--- src/gpde_pkg.sv ---
/*
 * gpde_pkg: register map, reset values, field positions and state
 * types for the port D (pins 6/7) and port E pin logic.
 * Assumes a 32-bit APB with byte addresses and one word per register.
 */
package gpde_pkg;

	// ****************************************************************
	// register offsets (byte addresses)
	// ****************************************************************
	localparam logic [7:0] GPDE_OFS_PD_DIR  = 8'h00;
	localparam logic [7:0] GPDE_OFS_PD_LAT  = 8'h04;
	localparam logic [7:0] GPDE_OFS_PD_PIN  = 8'h08;
	localparam logic [7:0] GPDE_OFS_PD_ANS  = 8'h0C;
	localparam logic [7:0] GPDE_OFS_PE_DIR  = 8'h10;
	localparam logic [7:0] GPDE_OFS_PE_LAT  = 8'h14;
	localparam logic [7:0] GPDE_OFS_PE_PIN  = 8'h18;
	localparam logic [7:0] GPDE_OFS_PE_ANS  = 8'h1C;
	localparam logic [7:0] GPDE_OFS_SLEW    = 8'h20;
	localparam logic [7:0] GPDE_OFS_CFG3H   = 8'h24;

	// ****************************************************************
	// reset values and field layout
	// ****************************************************************
	localparam logic [7:0] GPDE_RST_PD_DIR  = 8'hFF;
	localparam logic [7:0] GPDE_RST_PD_LAT  = 8'h00;
	localparam logic [7:0] GPDE_RST_PD_ANS  = 8'hFF;
	localparam logic [2:0] GPDE_RST_PE_DIR  = 3'h7;
	localparam logic [2:0] GPDE_RST_PE_LAT  = 3'h0;
	localparam logic [2:0] GPDE_RST_PE_ANS  = 3'h7;
	localparam logic [4:0] GPDE_RST_SLEW    = 5'h1F;
	localparam logic [7:0] GPDE_RST_CFG3H   = 8'hBF;
	localparam logic [7:0] GPDE_CFG3H_MASK  = 8'hBF;
	localparam int unsigned GPDE_CFG_RST_PIN   = 7;
	localparam int unsigned GPDE_CFG_PWM2B_MAP = 5;
	localparam int unsigned GPDE_CFG_T3CK_MAP  = 4;
	localparam int unsigned GPDE_CFG_CC3_MAP   = 2;
	localparam int unsigned GPDE_CFG_CC2_MAP   = 0;
	localparam int unsigned GPDE_PD_SIX        = 6;
	localparam int unsigned GPDE_PD_SEVEN      = 7;

	// ****************************************************************
	// state types
	// ****************************************************************
	typedef enum logic [1:0] {
		GPDE_APB_IDLE = 2'b01,
		GPDE_APB_ACK  = 2'b10
	} gpde_apb_state_type;

	typedef struct packed {
		logic [7:0] pd_dir;
		logic [7:0] pd_lat;
		logic [7:0] pd_ans;
		logic [2:0] pe_dir;
		logic [2:0] pe_lat;
		logic [2:0] pe_ans;
		logic [4:0] slew;
		logic [7:0] cfg;
	} gpde_regs_type;

	typedef struct packed {
		logic [1:0] pd_out;
		logic [1:0] pd_oe;
		logic [2:0] pe_out;
		logic [2:0] pe_oe;
		logic       ext_rst_n;
		logic       ser_rx;
		logic       ser_clk;
	} gpde_pads_type;

	typedef struct packed {
		gpde_apb_state_type apb;
		logic [31:0]        prdata;
		logic               pslverr;
	} gpde_bus_type;

	typedef struct packed {
		gpde_regs_type regs;
		gpde_pads_type pads;
		gpde_bus_type  bus;
	} gpde_state_type;

	localparam gpde_state_type GPDE_STATE_RST = '{
		regs: '{pd_dir: GPDE_RST_PD_DIR, pd_lat: GPDE_RST_PD_LAT, pd_ans: GPDE_RST_PD_ANS,
			pe_dir: GPDE_RST_PE_DIR, pe_lat: GPDE_RST_PE_LAT, pe_ans: GPDE_RST_PE_ANS,
			slew: GPDE_RST_SLEW, cfg: GPDE_RST_CFG3H},
		pads: '{pd_out: 2'h0, pd_oe: 2'h0, pe_out: 3'h0, pe_oe: 3'h0,
			ext_rst_n: 1'b1, ser_rx: 1'b0, ser_clk: 1'b0},
		bus:  '{apb: GPDE_APB_IDLE, prdata: 32'h0, pslverr: 1'b0}
	};

	// address match, shared by the read mux and the write path
	function automatic logic gpde_hit(input logic [7:0] addr, input logic [7:0] ofs);
		gpde_hit = (addr == ofs);
	endfunction : gpde_hit

	function automatic logic gpde_mapped(input logic [7:0] addr);
		gpde_mapped = (addr[1:0] == 2'h0) && (addr <= GPDE_OFS_CFG3H);
	endfunction : gpde_mapped

endpackage : gpde_pkg

--- src/gpde_sync.sv ---
/*
 * gpde_sync: two-flop synchroniser for pad levels, one bit per lane.
 * Assumes the inputs are asynchronous to clk; only stage two is read.
 */
`timescale 1ns/1ns
module gpde_sync
	import gpde_pkg::*;
#(
	parameter int unsigned W = 4
) (
	input  wire logic         clk,
	input  wire logic         rst_n,
	input  wire logic [W-1:0] d,
	output logic      [W-1:0] q
);

	typedef struct packed {
		logic [W-1:0] s1;
		logic [W-1:0] s2;
	} gpde_sync_state_type;

	gpde_sync_state_type st_ff;
	gpde_sync_state_type nxt_st;

	// stage one feeds only stage two
	always_comb begin
		nxt_st.s1 = d;
		nxt_st.s2 = st_ff.s1;
	end

	// ****************************************************************
	// registers
	// ****************************************************************
	always_ff @(posedge clk or negedge rst_n) begin
		if (!rst_n) begin
			// start high: the reset pin idles high, so release gives no false reset pulse
			st_ff <= '1;
		end else begin
			st_ff <= nxt_st;
		end
	end

	assign q = st_ff.s2;

endmodule : gpde_sync

--- src/gpde_top.sv ---
/*
 * gpde_top: pin logic for port D pins 6/7 and the 4-bit port E, with
 * APB register access, peripheral pin takeover and analog masking.
 * Assumes pad levels are asynchronous, peripheral controls come from
 * logic on REF_CLK, and the pad wire is resolved from the enables.
 */
`timescale 1ns/1ns
module gpde_top
	import gpde_pkg::*;
(
	input  wire logic        REF_CLK,
	input  wire logic        RESET_N,
	input  wire logic        PSEL,
	input  wire logic        PENABLE,
	input  wire logic        PWRITE,
	input  wire logic [7:0]  PADDR,
	input  wire logic [31:0] PWDATA,
	output logic      [31:0] PRDATA,
	output logic             PREADY,
	output logic             PSLVERR,
	input  wire logic [1:0]  PD_PIN_IN,
	output logic      [1:0]  PD_PIN_OUT,
	output logic      [1:0]  PD_PIN_OE,
	input  wire logic [3:0]  PE_PIN_IN,
	output logic      [2:0]  PE_PIN_OUT,
	output logic      [2:0]  PE_PIN_OE,
	input  wire logic        PWM1_OUTPUT_C_EN,
	input  wire logic        PWM1_OUTPUT_C,
	input  wire logic        PWM1_OUTPUT_D_EN,
	input  wire logic        PWM1_OUTPUT_D,
	input  wire logic        SERIAL2_EN,
	input  wire logic        SERIAL2_SYNC_MODE,
	input  wire logic        SERIAL2_ASYNC_TX,
	input  wire logic        SERIAL2_SYNC_CLOCK_OUT,
	input  wire logic        SERIAL2_SYNC_CLOCK_DRIVE,
	input  wire logic        SERIAL2_SYNC_DATA_OUT,
	input  wire logic        SERIAL2_SYNC_DATA_DRIVE,
	output logic             SERIAL2_RX_DATA_IN,
	output logic             SERIAL2_SYNC_CLOCK_IN,
	output logic             EXTERNAL_RESET_IN_N,
	output logic      [1:0]  ANALOG_SEL_D,
	output logic      [2:0]  ANALOG_SEL_E,
	output logic      [4:0]  SLEW_CTRL,
	output logic      [3:0]  PIN_MAP_CFG
);

	// ****************************************************************
	// pad input synchronisers
	// ****************************************************************
	logic [1:0]     pd_sync;
	logic [3:0]     pe_sync;
	gpde_state_type st_ff;
	gpde_state_type nxt_st;
	logic [7:0]     pd_level;
	logic [3:0]     pe_level;
	logic [31:0]    rd_word;

	// one synchroniser for all six pad inputs keeps their skew equal
	gpde_sync #(.W(6)) u_sync (
		.clk   (REF_CLK),
		.rst_n (RESET_N),
		.d     ({PD_PIN_IN, PE_PIN_IN}),
		.q     ({pd_sync, pe_sync})
	);

	// ****************************************************************
	// pin-level views and read mux
	// ****************************************************************
	// analog pins read zero; the lower port D pins are not in this block
	always_comb begin
		pd_level = {pd_sync & ~st_ff.regs.pd_ans[7:6], 6'h00};
		pe_level[2:0] = pe_sync[2:0] & ~st_ff.regs.pe_ans;
		pe_level[3] = pe_sync[3] & ~st_ff.regs.cfg[GPDE_CFG_RST_PIN];
	end

	// every field is zero-extended, so unimplemented bits read zero
	always_comb begin
		rd_word = 32'h0;
		if (gpde_hit(PADDR, GPDE_OFS_PD_DIR)) rd_word[7:0] = st_ff.regs.pd_dir;
		if (gpde_hit(PADDR, GPDE_OFS_PD_LAT)) rd_word[7:0] = st_ff.regs.pd_lat;
		if (gpde_hit(PADDR, GPDE_OFS_PD_PIN)) rd_word[7:0] = pd_level;
		if (gpde_hit(PADDR, GPDE_OFS_PD_ANS)) rd_word[7:0] = st_ff.regs.pd_ans;
		if (gpde_hit(PADDR, GPDE_OFS_PE_DIR)) rd_word[2:0] = st_ff.regs.pe_dir;
		if (gpde_hit(PADDR, GPDE_OFS_PE_LAT)) rd_word[2:0] = st_ff.regs.pe_lat;
		if (gpde_hit(PADDR, GPDE_OFS_PE_PIN)) rd_word[3:0] = pe_level;
		if (gpde_hit(PADDR, GPDE_OFS_PE_ANS)) rd_word[2:0] = st_ff.regs.pe_ans;
		if (gpde_hit(PADDR, GPDE_OFS_SLEW))   rd_word[4:0] = st_ff.regs.slew;
		if (gpde_hit(PADDR, GPDE_OFS_CFG3H))  rd_word[7:0] = st_ff.regs.cfg;
	end

	// ****************************************************************
	// next state: bus slave, registers and pad control
	// ****************************************************************
	always_comb begin
		nxt_st = st_ff;
		// apb: one wait state, write commits on the edge that sees pready
		case (st_ff.bus.apb)
			GPDE_APB_IDLE: begin
				if (PSEL && PENABLE) begin
					nxt_st.bus.apb     = GPDE_APB_ACK;
					nxt_st.bus.prdata  = rd_word;
					nxt_st.bus.pslverr = !gpde_mapped(PADDR);
				end
			end
			GPDE_APB_ACK: begin
				nxt_st.bus.apb     = GPDE_APB_IDLE;
				nxt_st.bus.prdata  = 32'h0;
				nxt_st.bus.pslverr = 1'b0;
				if (PSEL && PENABLE && PWRITE) begin
					if (gpde_hit(PADDR, GPDE_OFS_PD_DIR)) nxt_st.regs.pd_dir = PWDATA[7:0];
					// pin-level and latch writes both land in the latch
					if (gpde_hit(PADDR, GPDE_OFS_PD_LAT) || gpde_hit(PADDR, GPDE_OFS_PD_PIN)) begin
						nxt_st.regs.pd_lat = PWDATA[7:0];
					end
					if (gpde_hit(PADDR, GPDE_OFS_PD_ANS)) nxt_st.regs.pd_ans = PWDATA[7:0];
					if (gpde_hit(PADDR, GPDE_OFS_PE_DIR)) nxt_st.regs.pe_dir = PWDATA[2:0];
					if (gpde_hit(PADDR, GPDE_OFS_PE_LAT) || gpde_hit(PADDR, GPDE_OFS_PE_PIN)) begin
						nxt_st.regs.pe_lat = PWDATA[2:0];
					end
					if (gpde_hit(PADDR, GPDE_OFS_PE_ANS)) nxt_st.regs.pe_ans = PWDATA[2:0];
					if (gpde_hit(PADDR, GPDE_OFS_SLEW))   nxt_st.regs.slew = PWDATA[4:0];
					if (gpde_hit(PADDR, GPDE_OFS_CFG3H)) begin
						nxt_st.regs.cfg = PWDATA[7:0] & GPDE_CFG3H_MASK;
					end
				end
			end
			default: begin
				nxt_st.bus.apb = GPDE_APB_IDLE;
			end
		endcase

		// port E pins 0..2: direction alone owns the driver, analog or not
		for (int i = 0; i < 3; i++) begin
			nxt_st.pads.pe_oe[i]  = !st_ff.regs.pe_dir[i];
			nxt_st.pads.pe_out[i] = st_ff.regs.pe_lat[i] & !st_ff.regs.pe_dir[i];
		end
		// pin 3 has no driver at all; it is either port bit or reset input
		nxt_st.pads.ext_rst_n = st_ff.regs.cfg[GPDE_CFG_RST_PIN] ? pe_sync[3] : 1'b1;

		// pin six: pwm C, then serial, then latch; analog select ignored
		if (PWM1_OUTPUT_C_EN && !st_ff.regs.pd_dir[GPDE_PD_SIX]) begin
			nxt_st.pads.pd_oe[0]  = 1'b1;
			nxt_st.pads.pd_out[0] = PWM1_OUTPUT_C;
		end else if (SERIAL2_EN && !SERIAL2_SYNC_MODE) begin
			nxt_st.pads.pd_oe[0]  = 1'b1;
			nxt_st.pads.pd_out[0] = SERIAL2_ASYNC_TX;
		end else if (SERIAL2_EN) begin
			nxt_st.pads.pd_oe[0]  = SERIAL2_SYNC_CLOCK_DRIVE;
			nxt_st.pads.pd_out[0] = SERIAL2_SYNC_CLOCK_OUT & SERIAL2_SYNC_CLOCK_DRIVE;
		end else begin
			nxt_st.pads.pd_oe[0]  = !st_ff.regs.pd_dir[GPDE_PD_SIX];
			nxt_st.pads.pd_out[0] = st_ff.regs.pd_lat[GPDE_PD_SIX] & !st_ff.regs.pd_dir[GPDE_PD_SIX];
		end

		// pin seven: pwm D, then serial data, async receive never drives
		if (PWM1_OUTPUT_D_EN && !st_ff.regs.pd_dir[GPDE_PD_SEVEN]) begin
			nxt_st.pads.pd_oe[1]  = 1'b1;
			nxt_st.pads.pd_out[1] = PWM1_OUTPUT_D;
		end else if (SERIAL2_EN && SERIAL2_SYNC_MODE) begin
			nxt_st.pads.pd_oe[1]  = SERIAL2_SYNC_DATA_DRIVE;
			nxt_st.pads.pd_out[1] = SERIAL2_SYNC_DATA_OUT & SERIAL2_SYNC_DATA_DRIVE;
		end else if (SERIAL2_EN) begin
			nxt_st.pads.pd_oe[1]  = 1'b0;
			nxt_st.pads.pd_out[1] = 1'b0;
		end else begin
			nxt_st.pads.pd_oe[1]  = !st_ff.regs.pd_dir[GPDE_PD_SEVEN];
			nxt_st.pads.pd_out[1] = st_ff.regs.pd_lat[GPDE_PD_SEVEN] & !st_ff.regs.pd_dir[GPDE_PD_SEVEN];
		end

		// receive data and clock in go through the digital input buffer
		nxt_st.pads.ser_rx  = pd_level[GPDE_PD_SEVEN];
		nxt_st.pads.ser_clk = pd_level[GPDE_PD_SIX];
	end

	// ****************************************************************
	// state register
	// ****************************************************************
	// reset constants set analog on port E pins 0..2 at power-on
	always_ff @(posedge REF_CLK or negedge RESET_N) begin
		if (!RESET_N) begin
			st_ff <= GPDE_STATE_RST;
		end else begin
			st_ff <= nxt_st;
		end
	end

	// ****************************************************************
	// outputs, all straight from flops
	// ****************************************************************
	assign PRDATA              = st_ff.bus.prdata;
	assign PREADY              = st_ff.bus.apb[1];
	assign PSLVERR             = st_ff.bus.pslverr;
	assign PD_PIN_OUT          = st_ff.pads.pd_out;
	assign PD_PIN_OE           = st_ff.pads.pd_oe;
	assign PE_PIN_OUT          = st_ff.pads.pe_out;
	assign PE_PIN_OE           = st_ff.pads.pe_oe;
	assign SERIAL2_RX_DATA_IN  = st_ff.pads.ser_rx;
	assign SERIAL2_SYNC_CLOCK_IN = st_ff.pads.ser_clk;
	assign EXTERNAL_RESET_IN_N = st_ff.pads.ext_rst_n;
	assign ANALOG_SEL_D        = st_ff.regs.pd_ans[7:6];
	assign ANALOG_SEL_E        = st_ff.regs.pe_ans;
	assign SLEW_CTRL           = st_ff.regs.slew;
	// set bit means the function stays on its default pin
	assign PIN_MAP_CFG = {st_ff.regs.cfg[GPDE_CFG_PWM2B_MAP], st_ff.regs.cfg[GPDE_CFG_T3CK_MAP],
		st_ff.regs.cfg[GPDE_CFG_CC3_MAP], st_ff.regs.cfg[GPDE_CFG_CC2_MAP]};
endmodule : gpde_top

--- config.mk ---
export PLATFORM = sky130hd
export DESIGN_NAME = gpde_top
export DESIGN_NICKNAME = d
export VERILOG_FILES = /design/src/gpde_pkg.sv /design/src/gpde_sync.sv /design/src/gpde_top.sv
export SDC_FILE = /design/constraint.sdc
export NUM_CORES = 1
export LEC_CHECK = 0
export ABC_CLOCK_PERIOD_IN_PS = 2900
export BUFFER_PORTS_ARGS = -buffer_cell sky130_fd_sc_hd__buf_4
export CAP_MARGIN = 15
export CORE_UTILIZATION = 55
export DETAILED_ROUTE_END_ITERATION = 16
export PLACE_DENSITY_LB_ADDON = 0.25
export SLEW_MARGIN = 40
export SYNTH_ARGS = -nofsm -noshare
export SYNTH_HDL_FRONTEND = slang
export SYNTH_HIERARCHICAL = 1
export SYNTH_SLANG_ARGS = --single-unit
--- constraint.sdc ---
create_clock -name REF_CLK -period 2.9 [get_ports REF_CLK]
set_input_delay 0.435 -clock REF_CLK [delete_from_list [all_inputs] [get_ports REF_CLK]]
set_output_delay 0.435 -clock REF_CLK [all_outputs]
set_load 0.02 [all_outputs]
# [After elaboration in Yosys (flattened, before gate mapping)]
# Index checks and enable logic that the tools add are counted.
[totals] ff_bits=105 latch_bits=0 ramBits=0 mem_bits_ro=0 inputBits=62 out_inout_bits=61 word_cells=100 mem_count=0
[op_classes] add_sub_neg=0 n_mul=0 n_div=0 magnitude_cmp=1 n_eq_ne=12 n_shift=0 muxes=26 n_bitwise=13 reduce_logical=28
[ops] op="case mux 33 bit (2 select lines)" n=1
[ops] op="2-to-1 mux 8 bit" n=5
[ops] op="2-to-1 mux 35 bit" n=1
[ops] op="equality test 8 x 5 -> 1 bit (second input constant)" n=4
[ops] op="AND reduction 3 bit" n=8
[ops] op="equality test 8 x 4 -> 1 bit (second input constant)" n=2
[ops] op="equality test 8 x 6 -> 1 bit (second input constant)" n=2
[ops] op="2-to-1 mux 1 bit" n=13
[ops] op="2-to-1 mux 3 bit" n=3
[ops] op="bitwise AND 1 bit" n=8
[ops] op="equality test 8 x 3 -> 1 bit (second input constant)" n=1
[ops] op="<= comparator 8 x 6 -> 1 bit (second input constant)" n=1
[ops] op="zero test 8 bit" n=1
[ops] op="logical AND 1 bit" n=7
[ops] op="zero test 1 bit" n=7
[ops] op="2-to-1 mux 5 bit" n=1
[ops] op="2-to-1 mux 4 bit" n=1
[ops] op="bitwise AND 3 bit" n=1
[ops] op="NOT 3 bit" n=1
[ops] op="bitwise AND 2 bit" n=1
[ops] op="equality test 2 x 1 -> 1 bit (second input constant)" n=1
[ops] op="equality test 2 bit (second input constant)" n=1
[ops] op="zero test 2 bit" n=1
[ops] op="logical OR 1 bit" n=2
[ops] op="6 further kinds" n=6

# [Logic depth before layout (Yosys ltp)]
[depth] word_depth=13 depth_mapped=7 mapped_depth_nobuf=6

# [Modules after synthesis]
# The synthesis kept the hierarchy.
[by_module_without_submodules] module="gpde_top" instances=1 cells_each=319 area_per_inst_um2=3672.3 seq_area_each_um2=1771.7
[by_module_without_submodules] module="gpde_sync" instances=1 cells_each=12 area_per_inst_um2=315.3 seq_area_each_um2=315.3

# [Least setup slack after synthesis]
# Ideal clock, no wire load.
[synth_timing] path_type="in2reg" start="input port PADDR[4]" end="register st_ff (netlist bit SLEW_CTRL[0])" setup_ps=82 arrival_time_ps=1886 required_ps=2818 path_slack_ps=931 path_stages=5 n_path_buf=2 cell_sequence="or4b_1 -> buf_6 -> or3_1 -> buf_6 -> mux2_4"
[synth_via] elab_chain_len=2
[synth_lines] element="start, declared" line="gpde_top.sv:16" rtl="input wire logic [7:0] PADDR,"
[synth_lines] element="equality test 8 x 6 -> 1 bit" line="gpde_pkg.sv:94" rtl="gpde_hit = (addr == ofs);"
[synth_lines] element="AND reduction 3 bit (no line)"
[synth_lines] element="end signal, assigned" line="gpde_top.sv:183" rtl="st_ff <= nxt_st;"
[synth_lines] element="end, declared" line="gpde_top.sv:52" rtl="gpde_state_type st_ff;"
# Every way passes these cells.
# A chain may end at the register's enable or synchronous reset.

# [Worst setup path in the final report]
# Ends and elaborated chain as after synthesis.

==> key figures <==
Run status
  – Outcome: finished, final reports clean

Power
  – VDD IR max: 0.3043 mV
  – Pwr dens: 501.6 nW/um^2
  – P_leak: 2.055 nW

Clock tree
  – CTS Buf Count: 9
  – Setup Fix Bufs, Post-CTS: 0
  – Later-pin clock latency in the skew report: 0.36 ns
  – CTS H-Tree Depth: 3
  – TritonCTS clock tree: built
  – Hold Buf Count CTS: 0
  – Post-CTS sizing: 0
  – Root Driver: clkbuf_8
  – Clk slew on worst S/H paths: 0.07 ns
  – Max Root-Sink Buffers: 2
  – Clock tree sinks: 81

Floorplanning
  – Row Count: 30
  – Starting Density: 0.5774
  – Die X: 87.15 um
  – Core Region: about 6900 sq um
  – DIE HEIGHT: 87.15 um
  – Die ar.: 7594 sq um
  – Top Ports: 123

Critical path
  – Cell Chain, Critical Path: buf_4, or4b_1, or3_1, mux2_4
  – FF-to-FF path depth: 5
  – Crit-path slowest cell: or4b_1
  – CP arrival: 2.29 ns
  – Critical Path Max Stage Delay: 0.71 ns
  – CP Max Fanout: 8
  – Setup CP Type: in -> reg
  – R2R Setup Slk: 0.96 ns
  – Worst setup SP type: input port
  – WP data required: 3.18 ns
  – CP Capture Type: flop

Route
  – Initial DRT Pass Iterations: 4
  – Via count: between 2000 and 3000
  – Residual DRC: 0
  – Iter 0 DRT Violations: 248
  – Drt wl/cell: 17.41 um
  – Drt total wl: between 8 and 9 mm
  – Drt via density: 5.477
  – Antenna-violating nets left: 0

Finish
  – Core Util, Final: 0.6592
  – Antenna Cells: 0
  – Layout area overhead: 14.18%
  – Commonest non-fill, non-tap cell in the layout: buf_4
  – Net count reported at finish: approximately 440
  – Commonest cells after routing, fill and taps aside: 79 x buf_4, 48 x dfstp_2, 45 x mux2_2
  – Share of layout cells above drive strength 1: 0.5182

STA
  – Worst Tran Pin Value: 0.7859 ns
  – Final hold viol count: 0
  – Final cycle utilization of the critical path: 0.6910
  – Worst Skew: 0.008091 ns
  – F_max: 499.0 MHz
  – Normalized max-slew margin: 0.4741
  – Final setup TNS: 0 ns
  – Max Slew Vio Count: 0
  – RSZ-0062 raised after global routing: no
  – # setup viols final: 0
  – Min Tclk post-route: between 2 and 2.5 ns

Yosys
  – Seq/Total Area, Yosys: 0.5234
  – Post-synth EDFFs: 0
  – FFs w/ async S/R, synth: 1.000
  – Syn_area_per_cell: 12.05 sq um
  – Distinct cell type count after synthesis: 48
  – Post-Synthesis Cell Area: roughly 4000 sq um
  – Synth Warn #: 6
  – Flops & latches, synth: 81
  – Post-synthesis cell count: 331
  – Post-synth top flop: dfstp_2

Placed design
  – RD Place Congestion: 0.8624
  – Hpwl dp: between 5 and 6 mm
  – I/O Buffers: 74

Global routing
  – GRT busiest layer: met2
  – GRT Util Overall: 0.2398
  – Met2 Resource Use GR: 0.3787
  – Antenna violations before repair: 0
  – Met3 usage: 0.07962
  – Largest net degree at the start of global routing: between 80 and 90
  – Vias in the first global route: 2555
  – First-pass GRT wire length: 13.27 mm
  – Total grt overflow: 0
  – GR Layer Usage met1: 0.3152

Run
  – Max Cap Violations: 0

Min path
  – Hold Path Class: in -> async
==> state kept, by name, summed over array words and instances, names as in the netlist, 2 cells and up <==
| register | cells |
|---|---|
| PIN_MAP_CFG | 4 |
| ANALOG_SEL_E | 3 |
| ANALOG_SEL_D | 2 |
| SLEW_CTRL | 5 |
| PD_PIN_OE | 2 |
| u_sync/nxt_st | 6 |
| PRDATA | 8 |
| st_ff | 32 |
| u_sync/q | 6 |
| PE_PIN_OUT | 3 |
| PD_PIN_OUT | 2 |
| PE_PIN_OE | 3 |
==> per-stage QoR <==
stage                     setup slack, ns  hold slack (ns)  std cells  total power [mW]  area, sq um
after floorplan                    0.9315           0.1394        354             1.310         4074
after global placement             0.5781           0.3462        464             1.382         4319
after detailed placement           0.5518           0.3471        464             1.386         4323
after CTS                          0.9293           0.1292        480             2.299         4547
after global routing               0.7736           0.1591        480             2.362         4553
final                              0.8962           0.1059        480             2.284         4553
==> critical path: cells and delay by family <==
family | cells | cell delay, ns
multiplexers | 1 | 0.37
buffers and inverters | 1 | 0.13
AND/OR/NAND/NOR | 2 | 1.35
==> power breakdown <==
group	switching (mW)	internal, mW	leakage, nW
sequential	0.00753	1.16	0.923
combinational	0.131	0.0715	1.02
clock	0.384	0.531	0.114
==> Yosys cell counts, types with 3 or more instances <==
cell	n	area [sq um]
o22ai_1	3	18.77
mux2_4	5	75.07
inv_1	8	30.03
o32a_1	3	30.03
clkbuf_1	6	22.52
nor2_1	22	82.58
nor3b_1	3	22.52
a32o_1	4	40.04
nor3_1	4	20.02
or3_1	3	18.77
nand2b_1	3	18.77
nand3_1	10	50.05
mux2_2	45	506.7
a32oi_1	5	43.79
nor4_1	4	25.02
nand2_1	13	48.80
nor2b_1	6	37.54
nand4_1	3	18.77
dfstp_2	48	1261
buf_4	56	420.4
o21ai_0	5	25.02
dfrtp_1	33	825.8
a21oi_1	6	30.03
==> layout make-up <==
cell class / instances / area (sq um)
Tap cell: 96 / 120.1
Fill cell: 545 / 2354
Clock buffer: 13 / 158.9
Inverter: 9 / 33.78
Multi-Input combinational cell: 198 / 1484
Clock inverter: 3 / 65.06
Timing Repair Buffer: 80 / 604.3
Sequential cell: 81 / 2087
==> worst paths after layout <==
check | end | startpoint
min in group REF_CLK | u_sync/nxt_st[1] | PE_PIN_IN[1]
hold / removal | SERIAL2_RX_DATA_IN | RESET_N
setup / recovery | SLEW_CTRL[0] | PADDR[4]
hold reg to reg | u_sync/q[4] | u_sync/nxt_st[4]
setup reg to reg | st_ff[74] | PREADY
max in group asynchronous | PE_PIN_OE[2] | RESET_N
==> cells by family after synthesis <==
logic type,synth area share
mux,0.1597
other cells,0.0009404
buf+inv,0.1277
simple gates,0.1086
xor+xnor,0.002197
compound gates,0.07751
flops,0.5234
==> per-layer routing <==
| metal | share of wire | vias up |
|---|---|---|
| li1 | - | 1198 |
| met1 | 0.44 | 1311 |
| met2 | 0.48 | 110 |
| met3 | 0.061 | 10 |
| met4 | 0.016 | 0 |
| met5 | 0 | - |
Power figures use the tool's default switching activity.
